<file path="src/design/acms_pkg.sv">
// constants for the axis control-mode switcher: register map, fields,
// mode codes, error codes.
// assumes a 32-bit APB master and one axis per instance.
package acms_pkg;

  // ****************************************
  // register map (byte addresses)
  // ****************************************
  localparam logic [7:0] ADDR_CTRL    = 8'h00;
  localparam logic [7:0] ADDR_MODESET = 8'h04;
  localparam logic [7:0] ADDR_TRQCMD  = 8'h08;
  localparam logic [7:0] ADDR_STAT1   = 8'h0C;
  localparam logic [7:0] ADDR_ERR     = 8'h10;
  localparam logic [7:0] ADDR_CMD     = 8'h14;

  // ****************************************
  // fields
  // ****************************************
  localparam int CTRL_REQ      = 0;
  localparam int CTRL_ZS_OFF   = 1;
  localparam int CTRL_SPD_LO   = 2;
  localparam int CTRL_SPD_HI   = 3;
  localparam int CTRL_TRQ_SEL  = 4;
  localparam int CTRL_POL_INV  = 5;
  localparam int CTRL_W        = 6;
  localparam int ERR_FLAG      = 16;
  localparam int ST2_ZERO_SPD  = 3;
  localparam int ST1_MODE_LO   = 2;
  localparam int ST1_MODE_HI   = 3;

  localparam logic [CTRL_W-1:0] CTRL_RESET = 6'h00;

  // ****************************************
  // codes
  // ****************************************
  localparam logic [7:0]  CODE_POS = 8'h00;
  localparam logic [7:0]  CODE_SPD = 8'h0A;
  localparam logic [7:0]  CODE_TRQ = 8'h14;
  localparam logic [1:0]  ST_POS   = 2'h0;
  localparam logic [1:0]  ST_SPD   = 2'h1;
  localparam logic [1:0]  ST_TRQ   = 2'h2;
  localparam logic [1:0]  SPD_CMD0 = 2'h0;
  localparam logic [1:0]  SPD_FB   = 2'h1;
  localparam logic [15:0] ERR_BUSY = 16'h0065;
  localparam logic [15:0] ERR_MOVE = 16'h009C;
  localparam logic [15:0] ERR_POL  = 16'h009A;

  typedef enum logic [2:0] {
    ACMS_POS = 3'b001,
    ACMS_SPD = 3'b010,
    ACMS_TRQ = 3'b100
  } acms_mode_t;

endpackage : acms_pkg

</file>
<file path="src/design/acms_top.sv">
// axis control-mode switcher: position / speed / torque control modes.
// assumes synchronous inputs from the servo link and positioning engine,
// and an APB master on the same clock.
`timescale 1ns/10ps
`default_nettype none

module acms_top #(
  parameter int W = 32
) (
  input  wire logic          clk_sys,
  input  wire logic          rst,
  input  wire logic          psel,
  input  wire logic          penable,
  input  wire logic          pwrite,
  input  wire logic [7:0]    paddr,
  input  wire logic [31:0]   pwdata,
  output logic      [31:0]   prdata,
  output logic               pready,
  output logic               pslverr,
  input  wire logic [15:0]   servo_status1_in,
  input  wire logic [15:0]   axis_servo_status_word2,
  input  wire logic          positioning_busy,
  input  wire logic          pos_start_done_in,
  input  wire logic          pos_done_in,
  input  wire logic          speed_active_in,
  input  wire logic          press_req_in,
  input  wire logic [W-1:0]  motor_speed_fb,
  input  wire logic [W-1:0]  motor_current_fb,
  input  wire logic [W-1:0]  feed_value,
  output logic               axis_start_accepted,
  output logic               positioning_start_done,
  output logic               positioning_done,
  output logic               speed_ctrl_active_flag,
  output logic               press_enable,
  output logic [15:0]        axis_servo_status_word1,
  output logic [W-1:0]       speed_cmd,
  output logic [W-1:0]       torque_cmd,
  output logic [W-1:0]       pos_cmd,
  output logic               cmd_load
);

  // ****************************************
  // bus slave
  // ****************************************
  logic [acms_pkg::CTRL_W-1:0] ctrl;
  logic [7:0]                  mode_set;
  logic [W-1:0]                trq_cmd_word;
  logic [15:0]                 err_code;
  logic                        err_flag;
  acms_pkg::acms_mode_t        mode;
  logic                        req_q;
  logic                        wr_en;
  logic                        mapped;
  logic [31:0]                 next_rdata;
  logic [1:0]                  mode_bits;

  // ready is answered in the first access cycle, so every transfer
  // costs exactly two cycles
  assign wr_en = psel & penable & pwrite & pready;

  always_comb begin
    mapped = 1'b1;
    next_rdata = 32'h0000_0000;
    case (paddr)
      acms_pkg::ADDR_CTRL:    next_rdata[acms_pkg::CTRL_W-1:0] = ctrl;
      acms_pkg::ADDR_MODESET: next_rdata[7:0] = mode_set;
      acms_pkg::ADDR_TRQCMD:  next_rdata = 32'(trq_cmd_word);
      acms_pkg::ADDR_STAT1:   next_rdata[15:0] = axis_servo_status_word1;
      acms_pkg::ADDR_ERR:     next_rdata = {15'h0000, err_flag, err_code};
      acms_pkg::ADDR_CMD:     next_rdata[1:0] = mode_bits;
      default:                mapped = 1'b0;
    endcase
  end

  // prdata is forced to zero outside the answer cycle, so a stale read
  // value never lingers on the bus
  always_ff @(posedge clk_sys or posedge rst) begin
    if (rst) begin
      pready  <= 1'b0;
      pslverr <= 1'b0;
      prdata  <= 32'h0000_0000;
    end else begin
      pready  <= psel & ~penable;
      pslverr <= psel & ~penable & ~mapped;
      prdata  <= (psel & ~penable & ~pwrite) ? next_rdata : 32'h0000_0000;
    end
  end

  // read-only and unmapped offsets match no decoder below, so a stray
  // write there leaves all state alone
  always_ff @(posedge clk_sys or posedge rst) begin
    if (rst) begin
      ctrl <= acms_pkg::CTRL_RESET;
    end else if (wr_en & (paddr == acms_pkg::ADDR_CTRL)) begin
      ctrl <= pwdata[acms_pkg::CTRL_W-1:0];
    end
  end

  always_ff @(posedge clk_sys or posedge rst) begin
    if (rst) begin
      mode_set <= acms_pkg::CODE_POS;
    end else if (wr_en & (paddr == acms_pkg::ADDR_MODESET)) begin
      mode_set <= pwdata[7:0];
    end
  end

  // the torque word is a plain store; it only reaches torque_cmd at a switch into torque
  always_ff @(posedge clk_sys or posedge rst) begin
    if (rst) begin
      trq_cmd_word <= '0;
    end else if (wr_en & (paddr == acms_pkg::ADDR_TRQCMD)) begin
      trq_cmd_word <= pwdata[W-1:0];
    end
  end

  // ****************************************
  // request evaluation
  // ****************************************
  logic       req_edge;
  logic       stopped;
  logic       busy_ok;
  logic       stop_ok;
  logic       want_pos;
  logic       want_spd;
  logic       want_trq;
  logic       go;
  logic       fail;
  logic       pol_err;
  logic [15:0] fail_code;
  logic       err_clr;

  always_ff @(posedge clk_sys or posedge rst) begin
    if (rst) begin
      req_q <= 1'b0;
    end else begin
      req_q <= ctrl[acms_pkg::CTRL_REQ];
    end
  end

  assign req_edge = ctrl[acms_pkg::CTRL_REQ] & ~req_q;
  assign stopped  = axis_servo_status_word2[acms_pkg::ST2_ZERO_SPD]
                  | ctrl[acms_pkg::CTRL_ZS_OFF];
  // the bypass option only lifts the stop check; the busy check stays
  assign busy_ok  = ~axis_start_accepted;
  assign want_pos = mode_set == acms_pkg::CODE_POS;
  assign want_spd = mode_set == acms_pkg::CODE_SPD;
  assign want_trq = mode_set == acms_pkg::CODE_TRQ;

  // a code naming the current mode, or no mode at all, is dropped
  // without an error: such a request has nothing to do
  always_comb begin
    go        = 1'b0;
    fail      = 1'b0;
    fail_code = acms_pkg::ERR_MOVE;
    stop_ok   = stopped;
    if (req_edge) begin
      case (mode)
        acms_pkg::ACMS_POS: begin
          if (want_spd | want_trq) begin
            if (!busy_ok) begin
              fail      = 1'b1;
              fail_code = acms_pkg::ERR_BUSY;
            end else if (!stop_ok) begin
              fail = 1'b1;
            end else begin
              go = 1'b1;
            end
          end
        end
        acms_pkg::ACMS_SPD: begin
          if (want_pos) begin
            go   = stop_ok;
            fail = ~stop_ok;
          end else if (want_trq) begin
            go = 1'b1;
          end
        end
        acms_pkg::ACMS_TRQ: begin
          if (want_pos) begin
            go   = stop_ok;
            fail = ~stop_ok;
          end else if (want_spd) begin
            go = 1'b1;
          end
        end
        default: ;
      endcase
    end
  end

  // feedback torque is refused while polarity reflection is invalid (CTRL_POL_INV low)
  assign pol_err = go & want_trq & ctrl[acms_pkg::CTRL_TRQ_SEL]
                 & ~ctrl[acms_pkg::CTRL_POL_INV];

  // ****************************************
  // mode register
  // ****************************************
  always_ff @(posedge clk_sys or posedge rst) begin
    if (rst) begin
      mode <= acms_pkg::ACMS_POS;
    end else if (go) begin
      case (1'b1)
        want_spd: mode <= acms_pkg::ACMS_SPD;
        want_trq: mode <= acms_pkg::ACMS_TRQ;
        default:  mode <= acms_pkg::ACMS_POS;
      endcase
    end
  end

  always_comb begin
    case (mode)
      acms_pkg::ACMS_SPD: mode_bits = acms_pkg::ST_SPD;
      acms_pkg::ACMS_TRQ: mode_bits = acms_pkg::ST_TRQ;
      default:            mode_bits = acms_pkg::ST_POS;
    endcase
  end

  // ****************************************
  // minor error report
  // ****************************************
  // write 1 to the flag bit clears it; a new error in that cycle wins
  assign err_clr = wr_en & (paddr == acms_pkg::ADDR_ERR)
                 & pwdata[acms_pkg::ERR_FLAG];

  always_ff @(posedge clk_sys or posedge rst) begin
    if (rst) begin
      err_flag <= 1'b0;
      err_code <= 16'h0000;
    end else if (fail) begin
      err_flag <= 1'b1;
      err_code <= fail_code;
    end else if (pol_err) begin
      err_flag <= 1'b1;
      err_code <= acms_pkg::ERR_POL;
    end else if (err_clr) begin
      err_flag <= 1'b0;
    end
  end

  // ****************************************
  // first commands after a switch
  // ****************************************
  // cmd_load marks the first cycle in which the new command stands
  always_ff @(posedge clk_sys or posedge rst) begin
    if (rst) begin
      cmd_load <= 1'b0;
    end else begin
      cmd_load <= go;
    end
  end

  always_ff @(posedge clk_sys or posedge rst) begin
    if (rst) begin
      pos_cmd <= '0;
    end else if (go & want_pos) begin
      pos_cmd <= feed_value;
    end
  end

  // leaving torque, the measured speed wins over the option so the
  // motor sees no step when torque control lets go
  always_ff @(posedge clk_sys or posedge rst) begin
    if (rst) begin
      speed_cmd <= '0;
    end else if (go & want_spd) begin
      if (mode == acms_pkg::ACMS_TRQ) begin
        speed_cmd <= motor_speed_fb;
      end else if (ctrl[acms_pkg::CTRL_SPD_HI:acms_pkg::CTRL_SPD_LO]
                   == acms_pkg::SPD_FB) begin
        speed_cmd <= motor_speed_fb;
      end else begin
        speed_cmd <= '0;
      end
    end
  end

  always_ff @(posedge clk_sys or posedge rst) begin
    if (rst) begin
      torque_cmd <= '0;
    end else if (go & want_trq) begin
      if (ctrl[acms_pkg::CTRL_TRQ_SEL] & ~pol_err) begin
        torque_cmd <= motor_current_fb;
      end else begin
        torque_cmd <= trq_cmd_word;
      end
    end
  end

  // ****************************************
  // axis flags
  // ****************************************
  // the registered mode decides, so the flag moves in the same cycle as
  // the mode field of the status word and the two never disagree
  always_ff @(posedge clk_sys or posedge rst) begin
    if (rst) begin
      axis_start_accepted <= 1'b0;
    end else begin
      axis_start_accepted <= positioning_busy
                           | (mode != acms_pkg::ACMS_POS);
    end
  end

  // a mode switch alone never raises these
  always_ff @(posedge clk_sys or posedge rst) begin
    if (rst) begin
      positioning_start_done <= 1'b0;
      positioning_done       <= 1'b0;
    end else begin
      positioning_start_done <= pos_start_done_in & ~go
                              & (mode == acms_pkg::ACMS_POS);
      positioning_done       <= pos_done_in & ~go
                              & (mode == acms_pkg::ACMS_POS);
    end
  end

  always_ff @(posedge clk_sys or posedge rst) begin
    if (rst) begin
      speed_ctrl_active_flag <= 1'b0;
      press_enable           <= 1'b0;
    end else begin
      speed_ctrl_active_flag <= speed_active_in
                              & (mode != acms_pkg::ACMS_SPD);
      press_enable           <= press_req_in
                              & (mode != acms_pkg::ACMS_SPD);
    end
  end

  // the raw word passes through; only the mode field is ours
  always_ff @(posedge clk_sys or posedge rst) begin
    if (rst) begin
      axis_servo_status_word1 <= 16'h0000;
    end else begin
      axis_servo_status_word1 <= servo_status1_in;
      axis_servo_status_word1[acms_pkg::ST1_MODE_HI:acms_pkg::ST1_MODE_LO]
                              <= mode_bits;
    end
  end

endmodule : acms_top

`default_nettype wire

</file>
<file path="config.mk">
export PLATFORM = sky130hd
export DESIGN_NAME = acms_top
export DESIGN_NICKNAME = d
export VERILOG_FILES = /design/src/design/acms_pkg.sv /design/src/design/acms_top.sv
export SDC_FILE = /design/constraint.sdc
export NUM_CORES = 1
export LEC_CHECK = 0
export BUFFER_PORTS_ARGS = -buffer_cell sky130_fd_sc_hd__buf_2
export CORE_MARGIN = 1
export CORE_UTILIZATION = 51
export CTS_BUF_LIST = sky130_fd_sc_hd__clkbuf_8
export DETAILED_ROUTE_END_ITERATION = 8
export PLACE_DENSITY_LB_ADDON = 0.2
export RECOVER_POWER = 100
export SYNTH_ARGS = -nofsm -noshare
export SYNTH_HDL_FRONTEND = slang
export SYNTH_SLANG_ARGS = --single-unit
export TNS_END_PERCENT = 100
</file>
<file path="constraint.sdc">
create_clock -name clk_sys -period 6.9 [get_ports clk_sys]
set_input_delay 0.345 -clock clk_sys [delete_from_list [all_inputs] [get_ports clk_sys]]
set_output_delay 0.345 -clock clk_sys [all_outputs]
set_load 0.05 [all_outputs]
</file>
==> metrics.md, run 1 <==
| Metric | Value |
|---|---|
| Outcome | finished, violations left |
| Violations in the final reports | max-capacitance violations, max-slew violations |
| Average cell area after synthesis | 13.3 µm² |
| Port bufs | 312 |
| GRT busiest layer | met2 |
| Fraction of final layout cells with drive strength greater than 1 | 28.8% |
| Portion of the post-synthesis area used by sequential elements | 61.2% |
| Worst Reg2Reg Path Length in Cells | 7 |
| Number of warnings issued by yosys | 0 |
| Total die area | 17100 µm² |
| Post-layout minimum cycle time | 4.08 ns |
| WP data required | 7.27 ns |
| Mean routed wirelength per cell | 17.7 µm |
| Largest cells by area after synthesis | dfrtp_1 61%, mux2_2 9.3%, mux2_4 5.3% |
| Top FF cell, synth | dfrtp_1 |
| Final hold vios | 0 |
| Clock transition at path regs | 0.06 ns |
| Fmax | 0.245 GHz |
| Summed instance area of the synthesized netlist | 8470 µm² |
| Count of nets left with antenna violations after detail routing | 0 |
| Clock skew after layout | 0.0235 ns |
| Most instantiated cells after synthesis | 206 x dfrtp_1, 70 x mux2_2, 48 x nand2_1 |
| Critical path class | register to register |
| Post-cts repair resize count | 0 |
| CTS tree | built |
| Latest clock arrival within the worst-skew pair | 0.51 ns |
| RSZ-0062 raised after global routing | no |
| Drt drc | 0 |
| Fill count | 1331 |
| Slew margin rel. | -24.7% |
| Leakage component of the power | 0.00529 µW |
| Post-synth ARST share | 100% |
| Final design instance area without fill | 10700 µm² |
| First-pass GRT wire length | 32600 µm |
| Overflow left after global routing | 0 |
| Number of max-cap violations | 5 |
| Max VDD drop | 0.000155 V |
| Die Ht | 131 µm |
| Actual transition at the worst max-transition pin | 1.87 ns |
| Via count of the routed design | 6247 |
| CP max FO | 32 |
| Floorplan Core Area | 16100 µm² |
| Number of top-level pins | 330 |
| Relative area change from synthesis to final layout | 26.5% |
| Clock sinks | 207 |
| Number of H-tree branching levels | 2 |
| Met3 Usage GRT | 8.35% |
| Final clock period utilization by the worst path | 59.1% |
| Library cell used as clock root buffer | clkbuf_8 |
| Synth area leader | dfrtp_1 |
| Setup violators final | 0 |
| Global-route usage over all layers | 24.9% |
| Worst min path class | input port to register |
| Max-slew violation count | 196 |
| GR met1 Demand/Resource | 30.4% |
| Net count reported at finish | 1149 |
| DP HPWL | 15000 µm |
| Antenna violations before repair | 2 |
| Critical path endpoint category | register |
| Number of rows created at floorplan | 46 |
| GR met2 Demand/Resource | 42.0% |
| Hold Path Stages | 2 |
| Number of iterations in the first detailed-routing pass | 4 |
| Library cells used by synthesis | 49 |
| Synth Register Bits | 207 |
| Number of buffers added by the clock tree synthesis step | 35 |
| Top-count cell post-synth | dfrtp_1 |
| Arr. time, crit path | 4.45 ns |
| Total Neg Setup Slack | 0 ns |
| Detailed-route vias per instance | 5.17 |
| Startpoint Class | register |
| Power Dens Cells | 242 nW/µm² |
| Number of DRC markers in iteration 0 | 322 |
| EDFF count, synth | 0 |
| Effective utilization at floorplan | 52.7% |
| Largest net degree at the start of global routing | 132 |
| Sum of routed wire length over all layers | 21400 µm |
| Maximum clock insertion buffer count | 3 |
| Post-Syn Instances | 635 |
| Dpl cell area | 10200 µm² |
| Vias in the first global route | 6239 |
| Final RePlAce weighted congestion | 0.843 |
| Net Count, Synth | 813 |
| Die Width | 131 µm |
| Area fraction of the dominant cell type after synthesis | 60.9% |
sequential cells by signal (all words and copies together), names as in the netlist, 3 cells and up:
name / count
prdata: 32
torque_cmd: 32
mode: 3
speed_cmd: 32
pos_cmd: 32
mode_set: 8
trq_cmd_word: 32
ctrl: 6
axis_servo_status_word1: 16
err_code: 4
area by class of cell:
type                            instances  area [µm²]  area share [%]
Antenna cell                            2        5.00          0.0467
Multi-Input combinational cell        386        2990            27.9
Clock buffer                           43         592            5.53
Sequential cell                       207        5180            48.4
Timing Repair Buffer                  334        1560            14.5
Inverter                                7        33.8           0.315
Tap cell                              216         270            2.52
Clock inverter                         14        81.3           0.759
per-stage QoR:
| stage | total power [µW] | instances | utilization, % | setup slack (ns) | hold WS [ns] |
|---|---|---|---|---|---|
| floorplan | 1470 | 635 | - | 0.904 | 0.376 |
| finish | 2590 | 1209 | 66.7 | 2.82 | 0.0425 |
| global placement | 1560 | 1135 | 63.6 | 3.81 | 0.453 |
| global route | 2700 | 1209 | 66.7 | 2.61 | 0.0350 |
| CTS | 2640 | 1207 | 68.8 | 3.74 | 0.0155 |
| detailed placement | 1570 | 1135 | 63.6 | 3.76 | 0.454 |
path summary, 6_finish.rpt:
| path | start | end | slack [ns] |
|---|---|---|---|
| max | mode[0] | pos_cmd[24] | 2.82 |
| min | speed_active_in | speed_ctrl_active_flag | 0.04 |
| max reg2reg | mode[0] | pos_cmd[24] | 2.82 |
| min reg2reg | ctrl[0] | req_q | 0.46 |
| max in group asynchronous | rst | prdata[9] | 5.27 |
| min in group asynchronous | rst | pos_cmd[19] | 0.05 |
layout by cell type (no fill, tap or decap), types with 3 or more instances in the layout:
cell type | Yosys | final
clkbuf_8 | 0 | 43
buf_4 | 0 | 3
nor3_1 | 6 | 6
nand2b_1 | 4 | 4
nand2_1 | 48 | 47
and3_1 | 18 | 18
and2_0 | 0 | 3
dlygate4sd3_1 | 0 | 15
inv_1 | 7 | 17
o21ai_0 | 35 | 35
mux2_1 | 10 | 39
a21oi_1 | 13 | 12
a22oi_1 | 15 | 15
nor2_1 | 19 | 19
dfrtp_1 | 206 | 206
nor2b_1 | 33 | 33
nor3b_1 | 4 | 4
mux2_2 | 70 | 70
mux2i_1 | 34 | 34
buf_2 | 4 | 159
a21o_1 | 5 | 5
a222oi_1 | 6 | 6
clkbuf_1 | 24 | 157
kinds of logic (layout without fill, tap and decap cells):
| kind of cell | after synthesis | count (layout) | synth area share (%) |
|---|---|---|---|
| AOI/OAI and AO/OA | 88 | 88 | 6.98 |
| xor gates and xnor gates | 1 | 1 | 0.103 |
| buffers and inverters | 42 | 398 | 2.19 |
| DFF | 207 | 207 | 61.2 |
| muxes | 144 | 144 | 20.0 |
| other | 0 | 2 | 0 |
| and+or+nand+nor | 153 | 153 | 9.55 |
layer usage:
layer | share of wire, % | vias to the layer above
li1 | - | 2925
met1 | 40 | 3021
met2 | 49 | 262
met3 | 9.0 | 39
met4 | 2.3 | 0
met5 | 0 | -
power breakdown:
part	total (µW)	leakage (µW)	switching (µW)	internal [µW]
Clock	1060	0.000390	461	594
Combinational	266	0.00230	194	72.0
Sequential	1270	0.00260	19.2	1250
Total	2590	0.00529	674	1920
worst max-delay path, cell delays in order (launching register included):
cell	delay, ns
dfstp_1	0.63
nor3b_1	0.62
nor3b_1	0.25
a21boi_0	0.12
o2bb2ai_1	0.42
or3b_2	0.53
clkbuf_1	0.73
mux2_1	0.61
what timing repair did:
item	CTS	global route
buffers inserted	0	0
endpoints found under the hold margin	15	0
endpoints found under the setup margin	0	0
hold buffers	15	0
Note: power is estimated with default switching activity, not from simulation.
==> run 2, diff against run 1 <==
==> constraint.sdc (replaced) <==
create_clock -name clk_sys -period 4.13 [get_ports clk_sys]
set_input_delay 0.2065 -clock clk_sys [delete_from_list [all_inputs] [get_ports clk_sys]]
set_output_delay 0.2065 -clock clk_sys [all_outputs]
set_load 0.05 [all_outputs]
==> run 2 against run 1 <==
Compared with the run above:
- the run still ends with max-capacitance violations, max-slew violations left
- sequential power increased by 67%
- wire length increased by 14%
- clock power increased by 86%
- setup slack got worse by 1.9 ns
- cell count increased by 8.6%
- largest cell class unchanged
==> metrics.md, run 2 (synthesis gave the netlist of run 1 again) <==
| Metric | Value |
|---|---|
| Outcome | finished, violations left |
| Violations in the final reports | max-capacitance violations, max-slew violations |
| Count of nets left with antenna violations after detail routing | 0 (unchanged) |
| Leakage component of the power | 0.00574 µW (+8.5%) |
| Startpoint Class | register |
| Sum of routed wire length over all layers | 24400 µm (+14%) |
| Effective utilization at floorplan | 52.7% (unchanged) |
| Overall power after layout | 4620 µW (+78%) |
| Via count of the routed design | 6798 (+8.8%) |
| Actual transition at the worst max-transition pin | 2.76 ns (+0.891 ns) |
| Antenna violations before repair | 3 (+1) |
| Clock skew after layout | 0.0153 ns (-0.00821 ns) |
| WP data required | 4.51 ns (-2.76 ns) |
| Vias in the first global route | 6858 (+9.9%) |
| Drt drc | 0 (unchanged) |
| Largest net degree at the start of global routing | 208 (+58%) |
| Total Neg Setup Slack | 0 ns (unchanged) |
| Arr. time, crit path | 3.56 ns (-0.89 ns) |
| Post-layout minimum cycle time | 3.19 ns (-0.894 ns) |
| Reg-to-reg setup timing slack | 0.94 ns (-1.88 ns) |
| Worst Reg2Reg Path Length in Cells | 7 (unchanged) |
| Total die area | 17100 µm² (unchanged) |
| Most frequent standard cell in the layout excluding fill and tap cells | dfrtp_1 |
| Final hold vios | 0 (unchanged) |
| Cells along the critical path | or3b_1 -> or2_0 -> a21boi_0 -> o2bb2ai_1 -> or3b_2 -> buf_4 -> mux2_1 |
| Floorplan Core Area | 16100 µm² (unchanged) |
| Clock transition at path regs | 0.06 ns (about the same) |
| Clock sinks | 207 (unchanged) |
| CP max FO | 32 (unchanged) |
| Fraction of final layout cells with drive strength greater than 1 | 27.2% (-1.5 points) |
| Overflow left after global routing | 0 (unchanged) |
| Start point of the worst min-delay path | motor_current_fb[31] |
| Number of rows created at floorplan | 46 (unchanged) |
| Number of iterations in the first detailed-routing pass | 5 (+1) |
| Post-cts repair resize count | 0 (unchanged) |
| Number of max-cap violations | 3 (-2) |
| Global-route usage over all layers | 28.0% (+3.1 points) |
| Max-slew violation count | 307 (+57%) |
| Worst r2r src | mode[0] |
| Library cell used as clock root buffer | clkbuf_8 |
| Final clock period utilization by the worst path | 77.1% (+18 points) |
| Power Dens Cells | 392 nW/µm² (+62%) |
| Fmax | 0.314 GHz (+28%) |
| CTS tree | built |
| Capture point of the worst reg-to-reg path | pos_cmd[25] |
| Net count reported at finish | 1247 (+8.5%) |
| Number of buffers added by the clock tree synthesis step | 36 (+2.9%) |
| Port bufs | 312 (unchanged) |
| First-pass GRT wire length | 36100 µm (+11%) |
| Critical path endpoint category | register |
| Mean routed wirelength per cell | 18.5 µm (+4.6%) |
| Maximum clock insertion buffer count | 3 (unchanged) |
| Most frequent cells in the layout | 206 x dfrtp_1, 159 x buf_2, 155 x clkbuf_1 |
| Largest stage delay on the critical path | 0.52 ns (-0.21 ns) |
| Setup violators final | 0 (unchanged) |
| Number of DRC markers in iteration 0 | 332 (+3.1%) |
| Die Ht | 131 µm (unchanged) |
| Relative area change from synthesis to final layout | 39.1% |
| RSZ-0062 raised after global routing | no |
| Worst min path class | input port to register |
| CP Capture Point | pos_cmd[25] |
| Die Width | 131 µm (unchanged) |
| DP HPWL | 15200 µm (+1.1%) |
| Latest clock arrival within the worst-skew pair | 0.50 ns (about the same) |
| Detailed-route vias per instance | 5.18 (+0.20%) |
| Final RePlAce weighted congestion | 0.851 (+0.85%) |
| Critical path class | register to register |
| CP Launch Point | mode[0] |
| Number of H-tree branching levels | 2 (unchanged) |
| Slew margin rel. | -84.1% (-59 points) |
| Number of top-level pins | 330 (unchanged) |
| Max VDD drop | 0.000355 V (+130%) |
| Cell with the largest stage delay on the worst path | or3b_2 |
[run 2: changes by cell type in the layout (fill, tap and decap cells not counted), moves of 2 or more]
cell           change
and2_0             -2
clkbuf_8           +4
inv_1              -4
clkbuf_1           -2
and2_1             +2
clkinv_2           +5
dlygate4sd3_1     +96
[run 2: worst min-delay path by stage]
stage                                              to  slack (ns)  depth (start not counted)
after floorplan            axis_servo_status_word1[0]        0.24                          0
after global placement     axis_servo_status_word1[7]        0.31                          1
after global routing                   torque_cmd[29]        0.03                          3
final                                  torque_cmd[31]        0.04                          3
after detailed placement  axis_servo_status_word1[11]        0.32                          1
after CTS                               torque_cmd[6]      0.0007                          3
[run 2: where the power goes]
part           leakage [µW]  internal [µW]  total, µW  switching [µW]
Combinational       0.00271            180        527             347
Clock              0.000431           1140       1970             821
Sequential          0.00260           2090       2120            33.9
[run 2: layer usage]
| layer | global-route usage (%) | part of all wire, % | up-vias |
|---|---|---|---|
| met3 | 7.08 | 7.5 | 56 |
| met2 | 48.3 | 50 | 280 |
| met4 | 11.4 | 2.9 | 0 |
| met1 | 33.6 | 39 | 3330 |
| li1 | - | - | 3132 |
| met5 | 0 | 0 | - |
[run 2: stage by stage]
step	instances	util (%)	setup slack (ns)	area, µm²	hold WS [ns]
after floorplan	635	-	1.24	8470	0.238
after global placement	1136	63.7	1.18	10200	0.315
after detailed placement	1136	63.7	1.16	10200	0.316
after CTS	1310	75.4	1.15	12100	0.000672
after global routing	1313	73.3	0.706	11800	0.0271
final	1313	73.3	0.945	11800	0.0381
[run 2: critical path: cells and delay by family (launching register included)]
kind	cells	cell delay [ns]
buf+inv	1	0.28
flops	1	0.43
mux	1	0.38
compound gates	2	0.59
simple gates	3	1.35
[run 2: repair_timing]
item | in CTS | in global routing
hold buffers | 111 | 0
setup buffers | 0 | 0
hold endpoints to repair | 126 | 0
setup endpoints to repair | 0 | 0
[run 2: area by class of cell]
cell class / count / area (µm²)
repair buffers: 431 / 2530
well taps: 216 / 270
inverters: 7 / 30.0
clock buffers: 47 / 647
multi-input cells: 386 / 2990
flip-flops and latches: 207 / 5180
clock inverters: 16 / 121
fillers: 1151 / 4280
diodes: 3 / 7.51
